## src/rtl/stack_irq_pkg.sv

```systemverilog
package stack_irq_pkg;
  // ---------------------------------------------------------------
  // io space offsets of the stack pointer bytes, flags, pending flag and enable registers
  // ---------------------------------------------------------------
  localparam logic [5:0] sp_low_offset = 6'h3d;
  localparam logic [5:0] sp_high_offset = 6'h3e;
  localparam logic [5:0] flags_offset = 6'h3f;
  localparam logic [5:0] flag_reg_offset = 6'h3c;
  localparam logic [5:0] enable_reg_offset = 6'h3b;
  // ---------------------------------------------------------------
  // field positions and reset values
  // ---------------------------------------------------------------
  localparam int gie_bit = 7;
  localparam logic [15:0] sram_end = 16'h02ff;
  localparam logic [7:0] flags_reset = 8'h00;
  localparam logic [15:0] sp_min = 16'h0060;
  // ---------------------------------------------------------------
  // pointer selects, addressing forms and stack operations
  // ---------------------------------------------------------------
  typedef enum logic [1:0] {ptr_x, ptr_y, ptr_z} ptr_sel_t;
  typedef enum logic [1:0] {mode_plain, mode_disp, mode_postinc, mode_predec} ptr_mode_t;
  typedef enum logic [2:0] {
    sp_none, sp_push, sp_pop, sp_call, sp_sub_exit, sp_irq, sp_irq_exit
  } sp_op_t;
endpackage

```

## src/rtl/stack_irq_ctrl.sv

```systemverilog
`timescale 1ns/100ps
// Notes on behaviour
// [RULE1] registers 26..31 pair into three 16-bit data pointers
// [RULE2] pointers support displacement, post-increment and pre-decrement forms
// [RULE3] stack grows downward; pushes lower the pointer
// [RULE4] single byte push subtracts one, pop adds one
// [RULE5] call and interrupt subtract two; returns add two
// [RULE6] pointer held as high and low 8-bit io registers
// [RULE7] software loads the pointer above 0x60 before calls or interrupts
// [RULE8] logic runs straight on the core clock, no division
// [RULE9] next fetch overlaps current execute, one instruction per cycle
// [RULE10] two operands read, operated and written back in one cycle
// [RULE11] interrupt taken only with both its enable and global enable
// [RULE12] lower vector number ranks higher; external irq zero first
// [RULE13] entry clears global enable; handler may set it for nesting
// [RULE14] interrupt exit instruction sets global enable
// [RULE15] latched flag cleared by hardware when vectored
// [RULE16] writing one clears a flag, zero leaves it
// [RULE17] flag latched while disabled, held until enabled or cleared
// [RULE18] pending flags served one by one in priority order
// [RULE19] level sources request only while their condition stands
// [RULE20] after interrupt exit one instruction runs before next service
// [RULE21] flags register neither saved nor restored by entry or exit
// [RULE22] disable instruction blocks any interrupt in the same cycle
// [RULE23] reset loads the pointer with the last sram address
module stack_irq_ctrl #(
  parameter int n_irq = 8,
  parameter logic [n_irq-1:0] level_mask = 8'h00
) (
  input wire logic mclk,
  input wire logic rst_b,
  input wire logic io_wr,
  input wire logic io_rd,
  input wire logic [5:0] io_addr,
  input wire logic [7:0] io_wdata,
  output logic [7:0] io_rdata,
  input wire logic [2:0] sp_op,
  input wire logic instr_done,
  input wire logic set_gie,
  input wire logic clr_gie,
  input wire logic [n_irq-1:0] irq_src,
  output logic [15:0] stack_addr,
  output logic irq_take,
  output logic [2:0] irq_vector,
  output logic [7:0] cpu_flags_register,
  input wire logic [1:0] ptr_sel,
  input wire logic [1:0] ptr_mode,
  input wire logic [5:0] ptr_disp,
  input wire logic ptr_req,
  output logic [15:0] ptr_addr,
  input wire logic [4:0] rd_a_idx,
  input wire logic [4:0] rd_b_idx,
  output logic [7:0] rd_a_data,
  output logic [7:0] rd_b_data,
  input wire logic gpr_wr,
  input wire logic [4:0] gpr_idx,
  input wire logic [7:0] gpr_data
);
  logic [15:0] sp_r;
  logic [15:0] sp_nxt;
  logic [7:0] flags_r;
  logic [n_irq-1:0] pend_r;
  logic [n_irq-1:0] en_r;
  logic [n_irq-1:0] s1_r;
  logic [n_irq-1:0] s2_r;
  logic [n_irq-1:0] s3_r;
  logic [n_irq-1:0] req;
  logic [n_irq-1:0] take_vec;
  logic [2:0] win;
  logic any_req;
  logic hold_r;
  logic take;
  logic [47:0] ptr_all;
  logic [15:0] ptr_cur;
  logic [15:0] ptr_new;
  logic ptr_wr;
  logic [n_irq-1:0] filt_r;
  logic [n_irq-1:0] rise;
  logic wr_sp_lo;
  logic wr_sp_hi;
  logic wr_flags;
  logic wr_pend;
  logic wr_enable;
  logic exit_op;
  logic gie;
  // ---------------------------------------------------------------
  // register file and pointer pairs
  // ---------------------------------------------------------------
  pointer_file #(.n_regs(32)) u_regs (
    .mclk(mclk),
    .rst_b(rst_b),
    .rd_a_idx(rd_a_idx),
    .rd_b_idx(rd_b_idx),
    .rd_a_data(rd_a_data), // RULE10
    .rd_b_data(rd_b_data),
    .wr_en(gpr_wr),
    .wr_idx(gpr_idx),
    .wr_data(gpr_data),
    .ptr_wr_en(ptr_wr),
    .ptr_wr_sel(ptr_sel),
    .ptr_wr_data(ptr_new),
    .ptr_all(ptr_all)
  );
  always_comb begin
    ptr_cur = ptr_all[ptr_sel*16 +: 16]; // RULE1
    ptr_new = ptr_cur;
    ptr_wr = 1'b0;
    case (stack_irq_pkg::ptr_mode_t'(ptr_mode)) // RULE2
      stack_irq_pkg::mode_postinc: begin
        ptr_new = ptr_cur + 16'h0001;
        ptr_wr = ptr_req;
      end
      stack_irq_pkg::mode_predec: begin
        ptr_new = ptr_cur - 16'h0001;
        ptr_wr = ptr_req;
      end
      default: begin
        ptr_new = ptr_cur;
      end
    endcase
  end
  always_ff @(posedge mclk or negedge rst_b) begin
    if (!rst_b) begin
      ptr_addr <= 16'h0000;
    end else if (ptr_req) begin
      case (stack_irq_pkg::ptr_mode_t'(ptr_mode))
        stack_irq_pkg::mode_disp: ptr_addr <= ptr_cur + {10'h000, ptr_disp}; // RULE2
        stack_irq_pkg::mode_predec: ptr_addr <= ptr_new;
        default: ptr_addr <= ptr_cur;
      endcase
    end
  end
  // ---------------------------------------------------------------
  // source synchronisers
  // ---------------------------------------------------------------
  always_ff @(posedge mclk or negedge rst_b) begin
    if (!rst_b) begin
      s1_r <= '0;
      s2_r <= '0;
      s3_r <= '0;
    end else begin
      s1_r <= irq_src;
      s2_r <= s1_r;
      s3_r <= s2_r;
    end
  end
  // ---------------------------------------------------------------
  // edge filter, a change counts once stages two and three agree
  // ---------------------------------------------------------------
  genvar g;
  for (g = 0; g < n_irq; g++) begin : g_filt
    always_ff @(posedge mclk or negedge rst_b) begin
      if (!rst_b) begin
        filt_r[g] <= 1'b0;
      end else if (s2_r[g] == s3_r[g]) begin
        filt_r[g] <= s3_r[g];
      end
    end
    assign rise[g] = s2_r[g] & s3_r[g] & !filt_r[g];
  end
  // ---------------------------------------------------------------
  // priority pick
  // ---------------------------------------------------------------
  for (g = 0; g < n_irq; g++) begin : g_req
    assign req[g] = level_mask[g] ? filt_r[g] & en_r[g] // RULE19
                                  : pend_r[g] & en_r[g]; // RULE11
  end
  always_comb begin
    win = 3'd0;
    any_req = 1'b0;
    for (int i = n_irq - 1; i >= 0; i--) begin
      if (req[i]) begin
        win = i[2:0]; // RULE12
        any_req = 1'b1;
      end
    end
  end
  // ---------------------------------------------------------------
  // take decision
  // ---------------------------------------------------------------
  // global enable taken from the register, a same-cycle clear vetoes
  assign gie = flags_r[stack_irq_pkg::gie_bit];
  always_comb begin
    take = any_req & gie & instr_done; // RULE11
    if (clr_gie) take = 1'b0; // RULE22
    if (hold_r) take = 1'b0; // RULE20
  end
  always_comb begin
    take_vec = '0;
    if (take) begin
      take_vec[win] = 1'b1;
    end
  end
  // ---------------------------------------------------------------
  // io write decode
  // ---------------------------------------------------------------
  assign wr_sp_lo = io_wr && io_addr == stack_irq_pkg::sp_low_offset;
  assign wr_sp_hi = io_wr && io_addr == stack_irq_pkg::sp_high_offset;
  assign wr_flags = io_wr && io_addr == stack_irq_pkg::flags_offset;
  assign wr_pend = io_wr && io_addr == stack_irq_pkg::flag_reg_offset;
  assign wr_enable = io_wr && io_addr == stack_irq_pkg::enable_reg_offset;
  assign exit_op = sp_op == 3'(stack_irq_pkg::sp_irq_exit);
  // ---------------------------------------------------------------
  // flags, pending and enable registers
  // ---------------------------------------------------------------
  for (g = 0; g < n_irq; g++) begin : g_pend
    always_ff @(posedge mclk or negedge rst_b) begin
      if (!rst_b) begin
        pend_r[g] <= 1'b0;
      end else if (!level_mask[g] && rise[g]) begin
        pend_r[g] <= 1'b1; // RULE17
      end else if (take_vec[g]) begin
        pend_r[g] <= 1'b0; // RULE15
      end else if (wr_pend && io_wdata[g]) begin
        pend_r[g] <= 1'b0; // RULE16
      end
    end
  end
  always_ff @(posedge mclk or negedge rst_b) begin
    if (!rst_b) begin
      en_r <= '0;
    end else if (wr_enable) begin
      en_r <= io_wdata[n_irq-1:0];
    end
  end
  always_ff @(posedge mclk or negedge rst_b) begin
    if (!rst_b) begin
      flags_r <= stack_irq_pkg::flags_reset;
    end else begin
      if (wr_flags) begin
        flags_r <= io_wdata;
      end
      if (set_gie || exit_op) begin
        flags_r[stack_irq_pkg::gie_bit] <= 1'b1; // RULE14
      end
      if (clr_gie || take) begin
        flags_r[stack_irq_pkg::gie_bit] <= 1'b0; // RULE13
      end
    end
  end
  // other flag bits untouched by entry and exit
  always_ff @(posedge mclk or negedge rst_b) begin
    if (!rst_b) begin
      hold_r <= 1'b0;
    end else if (exit_op || set_gie) begin
      hold_r <= 1'b1; // RULE20
    end else if (instr_done) begin
      hold_r <= 1'b0; // RULE18
    end
  end
  // ---------------------------------------------------------------
  // stack pointer
  // ---------------------------------------------------------------
  always_comb begin
    sp_nxt = sp_r;
    case (stack_irq_pkg::sp_op_t'(sp_op))
      stack_irq_pkg::sp_push: sp_nxt = sp_r - 16'h0001; // RULE4
      stack_irq_pkg::sp_pop: sp_nxt = sp_r + 16'h0001; // RULE4
      stack_irq_pkg::sp_call: sp_nxt = sp_r - 16'h0002; // RULE5
      stack_irq_pkg::sp_irq: sp_nxt = sp_r - 16'h0002; // RULE3
      stack_irq_pkg::sp_sub_exit: sp_nxt = sp_r + 16'h0002; // RULE5
      stack_irq_pkg::sp_irq_exit: sp_nxt = sp_r + 16'h0002; // RULE5
      default: sp_nxt = sp_r;
    endcase
    if (take) sp_nxt = sp_r - 16'h0002; // RULE5
    if (wr_sp_lo) sp_nxt[7:0] = io_wdata; // RULE6
    if (wr_sp_hi) sp_nxt[15:8] = io_wdata; // RULE6
  end
  always_ff @(posedge mclk or negedge rst_b) begin // RULE8
    if (!rst_b) begin
      sp_r <= stack_irq_pkg::sram_end; // RULE23
    end else begin
      sp_r <= sp_nxt;
    end
  end
  // ---------------------------------------------------------------
  // outputs
  // ---------------------------------------------------------------
  always_ff @(posedge mclk or negedge rst_b) begin
    if (!rst_b) begin
      stack_addr <= stack_irq_pkg::sram_end;
      irq_take <= 1'b0;
      irq_vector <= 3'd0;
      cpu_flags_register <= stack_irq_pkg::flags_reset;
      io_rdata <= 8'h00;
    end else begin
      stack_addr <= sp_nxt;
      irq_take <= take; // RULE9
      if (take) irq_vector <= win;
      cpu_flags_register <= flags_r; // RULE21
      io_rdata <= 8'h00;
      if (io_rd) begin
        case (io_addr)
          stack_irq_pkg::sp_low_offset: io_rdata <= sp_r[7:0];
          stack_irq_pkg::sp_high_offset: io_rdata <= sp_r[15:8];
          stack_irq_pkg::flags_offset: io_rdata <= flags_r;
          stack_irq_pkg::flag_reg_offset: io_rdata <= 8'(pend_r);
          stack_irq_pkg::enable_reg_offset: io_rdata <= 8'(en_r);
          default: io_rdata <= 8'h00;
        endcase
      end
    end
  end
endmodule

```

## src/rtl/pointer_file.sv

```systemverilog
`timescale 1ns/100ps
module pointer_file #(
  parameter int n_regs = 32
) (
  input wire logic mclk,
  input wire logic rst_b,
  input wire logic [4:0] rd_a_idx,
  input wire logic [4:0] rd_b_idx,
  output logic [7:0] rd_a_data,
  output logic [7:0] rd_b_data,
  input wire logic wr_en,
  input wire logic [4:0] wr_idx,
  input wire logic [7:0] wr_data,
  input wire logic ptr_wr_en,
  input wire logic [1:0] ptr_wr_sel,
  input wire logic [15:0] ptr_wr_data,
  output logic [47:0] ptr_all
);
  logic [7:0] mem [n_regs];
  // ---------------------------------------------------------------
  // storage, ptr update has priority over byte write
  // ---------------------------------------------------------------
  always_ff @(posedge mclk or negedge rst_b) begin
    if (!rst_b) begin
      for (int i = 0; i < n_regs; i++) mem[i] <= 8'h00;
    end else begin
      if (wr_en) begin
        mem[wr_idx] <= wr_data;
      end
      if (ptr_wr_en) begin
        mem[5'd26 + {ptr_wr_sel, 1'b0}] <= ptr_wr_data[7:0];
        mem[5'd27 + {ptr_wr_sel, 1'b0}] <= ptr_wr_data[15:8];
      end
    end
  end
  always_ff @(posedge mclk or negedge rst_b) begin
    if (!rst_b) begin
      rd_a_data <= 8'h00;
      rd_b_data <= 8'h00;
    end else begin
      rd_a_data <= mem[rd_a_idx];
      rd_b_data <= mem[rd_b_idx];
    end
  end
  genvar g;
  for (g = 0; g < 6; g++) begin : g_ptr
    assign ptr_all[g*8 +: 8] = mem[26 + g];
  end
endmodule

```

## config.mk

```make
export PLATFORM = sky130hd
export DESIGN_NAME = stack_irq_ctrl
export DESIGN_NICKNAME = d
export VERILOG_FILES = /design/src/rtl/stack_irq_pkg.sv /design/src/rtl/stack_irq_ctrl.sv /design/src/rtl/pointer_file.sv
export SDC_FILE = /design/constraint.sdc
export NUM_CORES = 1
export LEC_CHECK = 0
export BUFFER_PORTS_ARGS = -buffer_cell sky130_fd_sc_hd__buf_2
export CORE_MARGIN = 2
export CORE_UTILIZATION = 55
export CTS_CLUSTER_DIAMETER = 30
export DETAILED_ROUTE_END_ITERATION = 12
export PLACE_DENSITY = 0.77
export SYNTH_ARGS = -nofsm -noshare
export SYNTH_HDL_FRONTEND = slang
export SYNTH_SLANG_ARGS = --single-unit
```

## constraint.sdc

```tcl
create_clock -name mclk -period 4.5 [get_ports mclk]
set_input_delay 1.35 -clock mclk [delete_from_list [all_inputs] [get_ports mclk]]
set_output_delay 1.35 -clock mclk [all_outputs]
set_load 0.02 [all_outputs]
```

==> results of run 1 <==
[final timing paths]
path	to	slack (ns)	depth (start not counted)
setup / recovery	u_regs.ptr_all[31]	0.62	14
hold / removal	s2_r[7]	0.35	0
setup reg to reg	ptr_addr[12]	1.33	10
hold reg to reg	s2_r[7]	0.35	0
max in group asynchronous	ptr_addr[8]	2.78	2
min in group asynchronous	u_regs.mem[194]	0.83	1
[power by group through the flow]
stage / Combinational, mW / Sequential, mW / Clock, mW
2_1_floorplan: 2.96 / 4.85 / 0
3_3_place_gp: 4.10 / 5.01 / 0
6_report: 4.35 / 5.11 / 6.54
4_1_cts: 4.30 / 5.06 / 6.56
3_5_place_dp: 4.21 / 5.07 / 0
5_1_grt: 4.65 / 5.17 / 6.76
[placed cells by master (no fill, tap or decap), types with 16 or more instances in the layout]
cell       netlist  layout
mux4_2         160     160
mux2_2         278     278
clkinv_2         0      18
xnor2_1         27      27
buf_2           31     131
dfrtp_1        372     372
nor2_1          91      91
nand2_1        156     156
mux2i_1         35      35
o21ai_1         33      33
buf_4            1      67
inv_1           34      34
nor3_1          29      29
ha_1            44      44
a31oi_1         16      16
a21oi_1         87      87
nor2b_1         18      18
o21ai_0         80      80
clkbuf_16        0      88
nand3_1         33      33
a211oi_1        25      25
[metal layers]
layer,vias up,track usage (%),wire length [µm]
met5,-,0,0
met4,0,15.9,3410
met3,259,7.50,6520
met2,1138,53.4,34400
met1,9298,41.7,26500
li1,7680,-,-
[cell type report]
type | count | area (µm²)
flip-flops and latches | 381 | 9550
well taps | 532 | 666
fillers | 2761 | 13500
clock inverters | 58 | 688
inverters | 38 | 143
multi-input cells | 1368 | 12600
repair buffers | 207 | 1330
clock buffers | 103 | 2370
diodes | 2 | 5.00
[logic make-up after synthesis]
group	count (synthesis)
flops	381
buf+inv	168
mux	473
xor+xnor	41
compound gates	381
fa+ha+maj	47
simple gates	426
[worst reg2reg max path, cell delays in order, from the launching register on]
cell and delay, ns:
dfrtp_1 0.45, mux2i_1 0.26, o21ai_1 0.12, buf_4 0.17
fa_1 0.46, a21o_1 0.25, a221o_1 0.42, o311ai_1 0.34
xnor2_1 0.32, o22ai_1 0.17, a21oi_1 0.13
[registers in the layout, indices dropped and copies added (netlist names)]
register            cells
irq_vector              3
io_rdata                8
ptr_addr               16
hold_r                  1
cpu_flags_register      8
s1_r                    8
pend_r                  8
stack_addr             16
u_regs.ptr_all         48
filt_r                  8
s3_r                    8
u_regs.rd_a_data        8
u_regs.mem            208
irq_take                1
u_regs.rd_b_data        8
s2_r                    8
en_r                    8
flags_r                 8
[stage by stage]
| step | area (µm²) | std cells | power (mW) | hold slack, ns | util [%] |
|---|---|---|---|---|---|
| after global routing | 27300 | 2687 | 16.6 | 0.349 | 66.9 |
| final | 27300 | 2689 | 16.0 | 0.345 | 66.9 |
| after CTS | 27300 | 2687 | 15.9 | 0.346 | 66.9 |
| after detailed placement | 24300 | 2526 | 9.29 | 0.335 | 59.4 |
| after floorplan | 22800 | 1917 | 7.81 | 0.331 | - |
| after global placement | 24300 | 2526 | 9.11 | 0.333 | 59.4 |
==> results by group, run 1 <==
Outcome
  – Outcome: finished, final reports clean

Worst setup path
  – Worst path bufs/invs: 4
  – Worst setup SP type: input pin
  – R2r startpoint: u_regs.ptr_all[0]
  – Highest-delay cell along the critical path: or3_1
  – Crit end category: register
  – CP peak stage delay: between 0.4 and 0.5 ns
  – Crit path kind: input pin to register
  – Worst Setup SP: ptr_sel[1]
  – CP required: 4.99 ns
  – Crit-path max FO: 10
  – CP delay by family, top: compound AO/OA/AOI/OAI gates
  – Crit path cell chain: buf_2, buf_4, mux2i_1, nor2_1, a21oi_1, inv_2, ha_1, nand2_1, or3_1, a211o_1, o21ai_1, xnor2_1, buf_4, o21ai_1
  – Crit path DAT: around 4.4 ns

Floorplanning
  – # IOs: between 100 and 150
  – Die ar.: between 40000 and 50000 µm²
  – Chip Height: slightly above 200 µm
  – Core area: ~40000 µm²
  – FP Rows: 74
  – DIE WIDTH: ~210 µm
  – Initial Utilization: a little under three fifths

Pwr
  – Internal power: approximately 11 mW
  – Maximum VDD drop: roughly 0.34 mV
  – Pwr/cell area: approximately 590 nW/µm²
  – Register share of total power: around a third
  – Clock share of power: 40.9%
  – Sw power: 5.34 mW
  – Sw frac: between 30% and 40%
  – Leak pwr: 11.9 nW
  – Logic pwr share: a little over a quarter

STA
  – Minimum clock period: just under 4 ns
  – Post-Route Setup TNS: 0 ns
  – Setup ws final: between 0.6 and 0.7 ns
  – FMAX: 258 MHz
  – Final period util: 86.3%
  – Max Clock Skew: ~0.022 ns
  – Final hold violation count: 0
  – Slew HR: under 10%
  – Worst slew pin tran: 1.41 ns
  – RSZ-0062 raised after global routing: false
  – Final setup viols: 0
  – Final max-slew violation count: 0

Synth
  – EDFF count, synth: 0
  – Post-synth top area share: between 40% and 50%
  – Commonest cells in the synthesized netlist: dfrtp_1 (372), mux2_2 (278), mux4_2 (160)
  – Adder-Cell Fraction of Synth Area: under 10%
  – Count leader, synth: dfrtp_1
  – Syn_nets: around 2000
  – Post-Syn Instances: ~1900
  – Post-synthesis sequential area ratio: a little over two fifths
  – Fraction of the mapped netlist area in compound gates: between 10% and 20%
  – Largest cells by area after synthesis: dfrtp_1 (41%), mux4_2 (16%), mux2_2 (14%)
  – Synth Area in Simple Gates: about 9%
  – Synth unique cells: between 80 and 90
  – Yosys warnings: 0
  – Post-synthesis xor/xnor area fraction: between 1.5 and 2%
  – Main combinational cell family by area after synthesis: multiplexers
  – Ys async rst share: 100%
  – Cell accounting for the most synthesized area: dfrtp_1
  – Mux share of post-synthesis cell area: 31.1%
  – Synth Register Bits: between 300 and 400
  – Synth Flop Type: dfrtp_1
  – Synth Cell Area: ~23000 µm²
  – Mapped Avg Cell Area: approximately 12 µm²

Route
  – 1st-pass router iterations: 8
  – Routed WL: 70.9 mm
  – Wire per inst: around 26 µm
  – DR vias/cell: around 6.8
  – Drt initial violations: just over 2000
  – DRC violations left: 0
  – ANT nets after route: 0
  – Detailed-route via count: roughly 18000

Place
  – Routability Congestion: approximately 0.98
  – PortBufs: between 100 and 150
  – Worst slack, placed: ~0.04 ns
  – DP Wirelength: 46.2 mm

Worst hold path
  – Hold Startpoint: s1_r[7]
  – Hold Crit Class: register to register

Clock tree
  – CTS Sinks: between 300 and 400
  – CTS Buf Count: 87
  – H-tree Lvls: 3
  – Worst-path clk slew: 0.05 ns
  – Max Buffers Root-to-Sink: 3
  – Resize count post-CTS: 0
  – Root Driver: clkbuf_16
  – Clock latency on the worst-skew pair: about 0.62 ns
  – CTS tree: done
  – Post-CTS Setup Bufs: 0
  – Hold buffers post-CTS: 0

Global routing
  – Initial antenna violation count: 1
  – First-pass GRT wire length: 110 mm
  – Largest net degree at the start of global routing: about 110
  – Via count of the first global-routing pass: between 15000 and 20000
  – Overall global routing resource usage: about a third
  – Gr ovfl total: 0

Layout
  – Nets: between 2000 and 2500
  – Layout cells sized above 1: 38.4%
  – Area grow syn2layout: 19.9%

Job
  – Maxcap violations: 0
(Power assumes the default switching activity.)
==> run 2: changes to the inputs <==
--- a/config.mk
+++ b/config.mk
@@ -6,10 +6,12 @@
 export NUM_CORES = 1
 export LEC_CHECK = 0
 export BUFFER_PORTS_ARGS = -buffer_cell sky130_fd_sc_hd__buf_2
+export CORE_ASPECT_RATIO = 2
 export CORE_MARGIN = 2
 export CORE_UTILIZATION = 55
 export CTS_CLUSTER_DIAMETER = 30
 export DETAILED_ROUTE_END_ITERATION = 12
+export GPL_TIMING_DRIVEN = 0
 export PLACE_DENSITY = 0.77
 export SYNTH_ARGS = -nofsm -noshare
 export SYNTH_HDL_FRONTEND = slang
==> run 2 against run 1 <==
  * Critical path depth fell by 3
  * Count of clock-buffer cells in the layout fell by 38
  * Worst setup slack got worse by 0.58 ns
  * Routed wire length rose by 16%
  * Non-clock buffer count rose by 56
  * Final cell count barely moved
  * Die area rose by 0.23%
  * Highest routed layer unchanged
  * Utilization fell by 2.8 points
  * Register-to-register slack got worse by 0.53 ns
  * Clock skew rose by 0.012 ns
  * Fmax fell by 13%
  * Via count rose by 0.50%
==> results by group, run 2 (same netlist as run 1, synthesis figures left out) <==
Outcome
  – Outcome: finished, final reports clean

Clock tree
  – Max Buffers Root-to-Sink: 3 (unchanged)
  – Clock latency on the worst-skew pair: 0.60 ns (-0.02 ns)
  – Root Driver: clkbuf_16
  – CTS Sinks: 381 (unchanged)
  – H-tree Lvls: 2 (-1)
  – Worst-path clk slew: 0.06 ns (about the same)
  – CTS tree: done
  – CTS Buf Count: 57 (-34%)

Worst setup path
  – Crit path DAT: 4.96 ns (+0.58 ns)
  – Crit-path max FO: 10 (unchanged)
  – Crit end category: register
  – CP required: 5.00 ns (about the same)
  – Worst setup SP type: input pin
  – Crit path kind: input pin to register

Place
  – Inst Count DP: 2576 (+2.0%)
  – Worst slack, placed: -1.45 ns (-1.50 ns)
  – DP Wirelength: 62.3 mm (+35%)
  – Routability Congestion: 1.10 (+12%)
  – PortBufs: 120 (-10%)
  – Area of placed instances: 24200 µm² (-0.37%)

Global routing
  – Largest net degree at the start of global routing: 132 (+21%)
  – Gr ovfl total: 0 (unchanged)
  – Via count of the first global-routing pass: 19600 (+3.7%)
  – Initial antenna violation count: 0 (-1)
  – First-pass GRT wire length: 122 mm (+11%)
  – Overall global routing resource usage: 38.8% (+6.0 points)

Route
  – Detailed-route via count: 18500 (+0.50%)
  – ANT nets after route: 0 (unchanged)
  – Wire per inst: 30.7 µm (+16%)
  – Drt initial violations: 1294 (-38%)
  – 1st-pass router iterations: 7 (-1)
  – Routed WL: 82.5 mm (+16%)
  – DRC violations left: 0 (unchanged)
  – DR vias/cell: 6.86 (+0.46%)

Floorplanning
  – Die ar.: 43200 µm² (+0.23%)
  – # IOs: 135 (unchanged)
  – Core area: 41000 µm² (+0.39%)
  – Initial Utilization: 55.6% (-0.21 points)
  – FP Rows: 105 (+42%)
  – DIE WIDTH: 148 µm (-29%)
  – Chip Height: 292 µm (+41%)

STA
  – Hold_ws: 0.352 ns (+0.00682 ns)
  – Final period util: 99.1% (+13 points)
  – Minimum clock period: 4.46 ns (+0.579 ns)
  – RSZ-0062 raised after global routing: false
  – FMAX: 224 MHz (-13%)
  – Max Clock Skew: 0.0337 ns (+0.0117 ns)
  – Slew HR: 17.1% (+12 points)
  – Final hold violation count: 0 (unchanged)
  – Worst slew pin tran: 1.21 ns (-0.198 ns)
  – Final max-slew violation count: 0 (unchanged)
  – Final setup viols: 0 (unchanged)
  – Setup ws final: 0.0392 ns (-0.579 ns)

Pwr
  – Maximum VDD drop: 0.368 mV (+7.7%)
  – Pwr/cell area: 539 nW/µm² (-8.0%)
  – Leak pwr: 11.3 nW (-5.4%)

Layout
  – Nets: 2223 (+1.2%)
  – Layout cells sized above 1: 34.8% (-3.6 points)
  – Multi-input logic area: 12700 µm² (+1.1%)
  – Largest register FFs: 208 (unchanged)
  – FF+latch area: 9550 µm² (unchanged)
  – FILL cells: 3220 (+17%)
  – Commonest non-fill, non-tap cell in the layout: dfrtp_1
  – Largest Register: u_regs.mem
  – Final instance area: 26300 µm² (-3.7%)
  – Post-Layout Cell Count: 2690 (+0.037%)
  – Commonest cells after routing, fill and taps aside: dfrtp_1 (372), mux2_2 (278), mux4_2 (160), nand2_1 (156), buf_2 (150)
  – Area grow syn2layout: 15.4%

Job
  – Maxcap violations: 0 (unchanged)

Worst hold path
  – Hold Crit Class: register to register
[run 2: cell types whose count changed in the layout (fill, tap and decap cells not counted), sizes merged]
| cell | previous run | this run |
|---|---|---|
| clkbuf | 103 | 151 |
| clkinv | 26 | 14 |
| buf | 207 | 177 |
| bufinv | 10 | 1 |
| clkinvlp | 9 | 4 |
| inv | 51 | 58 |
| diode | 2 | 1 |
[run 2: final cells by class]
cell class	instances	area share, %
plain buffers	130	2.06
well taps	535	2.54
flip-flops and latches	381	36.3
inverters	38	0.556
multi-input cells	1368	48.4
repair buffers	133	3.06
clock buffers	65	5.65
diodes	1	0.00951
clock inverters	39	1.46
[run 2: worst paths after layout]
kind / startpoint / endpoint / slack (ns) / depth (start not counted)
min in group asynchronous: rst_b / irq_take / 0.70 / 1
worst max register to register: u_regs.ptr_all[10] / ptr_addr[15] / 0.80 / 11
worst min register to register: s1_r[1] / s2_r[1] / 0.35 / 0
max in group asynchronous: rst_b / u_regs.rd_a_data[1] / 2.37 / 3
worst max-delay path: ptr_sel[0] / ptr_addr[14] / 0.04 / 11
worst min-delay path: s1_r[1] / s2_r[1] / 0.35 / 0
[run 2: what timing repair did]
action                                  in CTS  in global routing
hold buffers                                 0                  0
resized for setup                           19                 13
pin swaps                                    4                  2
hold endpoints to repair                     0                  0
endpoints found under the setup margin      61                 37
buffers inserted                             8                  1
[run 2: stage by stage]
step	util, %	TNS [ns]	total power [mW]
2_1_floorplan	-	0	7.81
3_3_place_gp	58.7	-1982.98	9.30
3_5_place_dp	59.0	-63.78	9.52
4_1_cts	64.0	0	14.0
5_1_grt	64.2	0	14.7
6_report	64.2	0	14.2
[run 2: metal layers]
layer  up-vias  routed length [µm]  GRT usage [%]
met5         -                   0              0
met4         0               11500           41.5
met3       532                5590           7.83
met2      1028               42100           68.2
met1      9186               23300           34.6
li1       7720                   -              -
[run 2: worst max-delay path, stage by stage]
cell and delay [ns]:
buf_2 0.17, clkbuf_2 0.30, buf_2 0.35, o21ai_1 0.32, fa_1 0.53, a21o_1 0.31, a221o_1 0.49, o21a_1 0.26
o311ai_4 0.53, nor2_1 0.12, o41ai_2 0.22
[run 2: where the power goes]
| group | internal (mW) | leakage (nW) | switching, mW | total, mW |
|---|---|---|---|---|
| clock network | 2.51 | 0.914 | 1.85 | 4.36 |
| logic | 2.12 | 5.60 | 2.77 | 4.89 |
| registers | 4.19 | 4.75 | 0.726 | 4.92 |
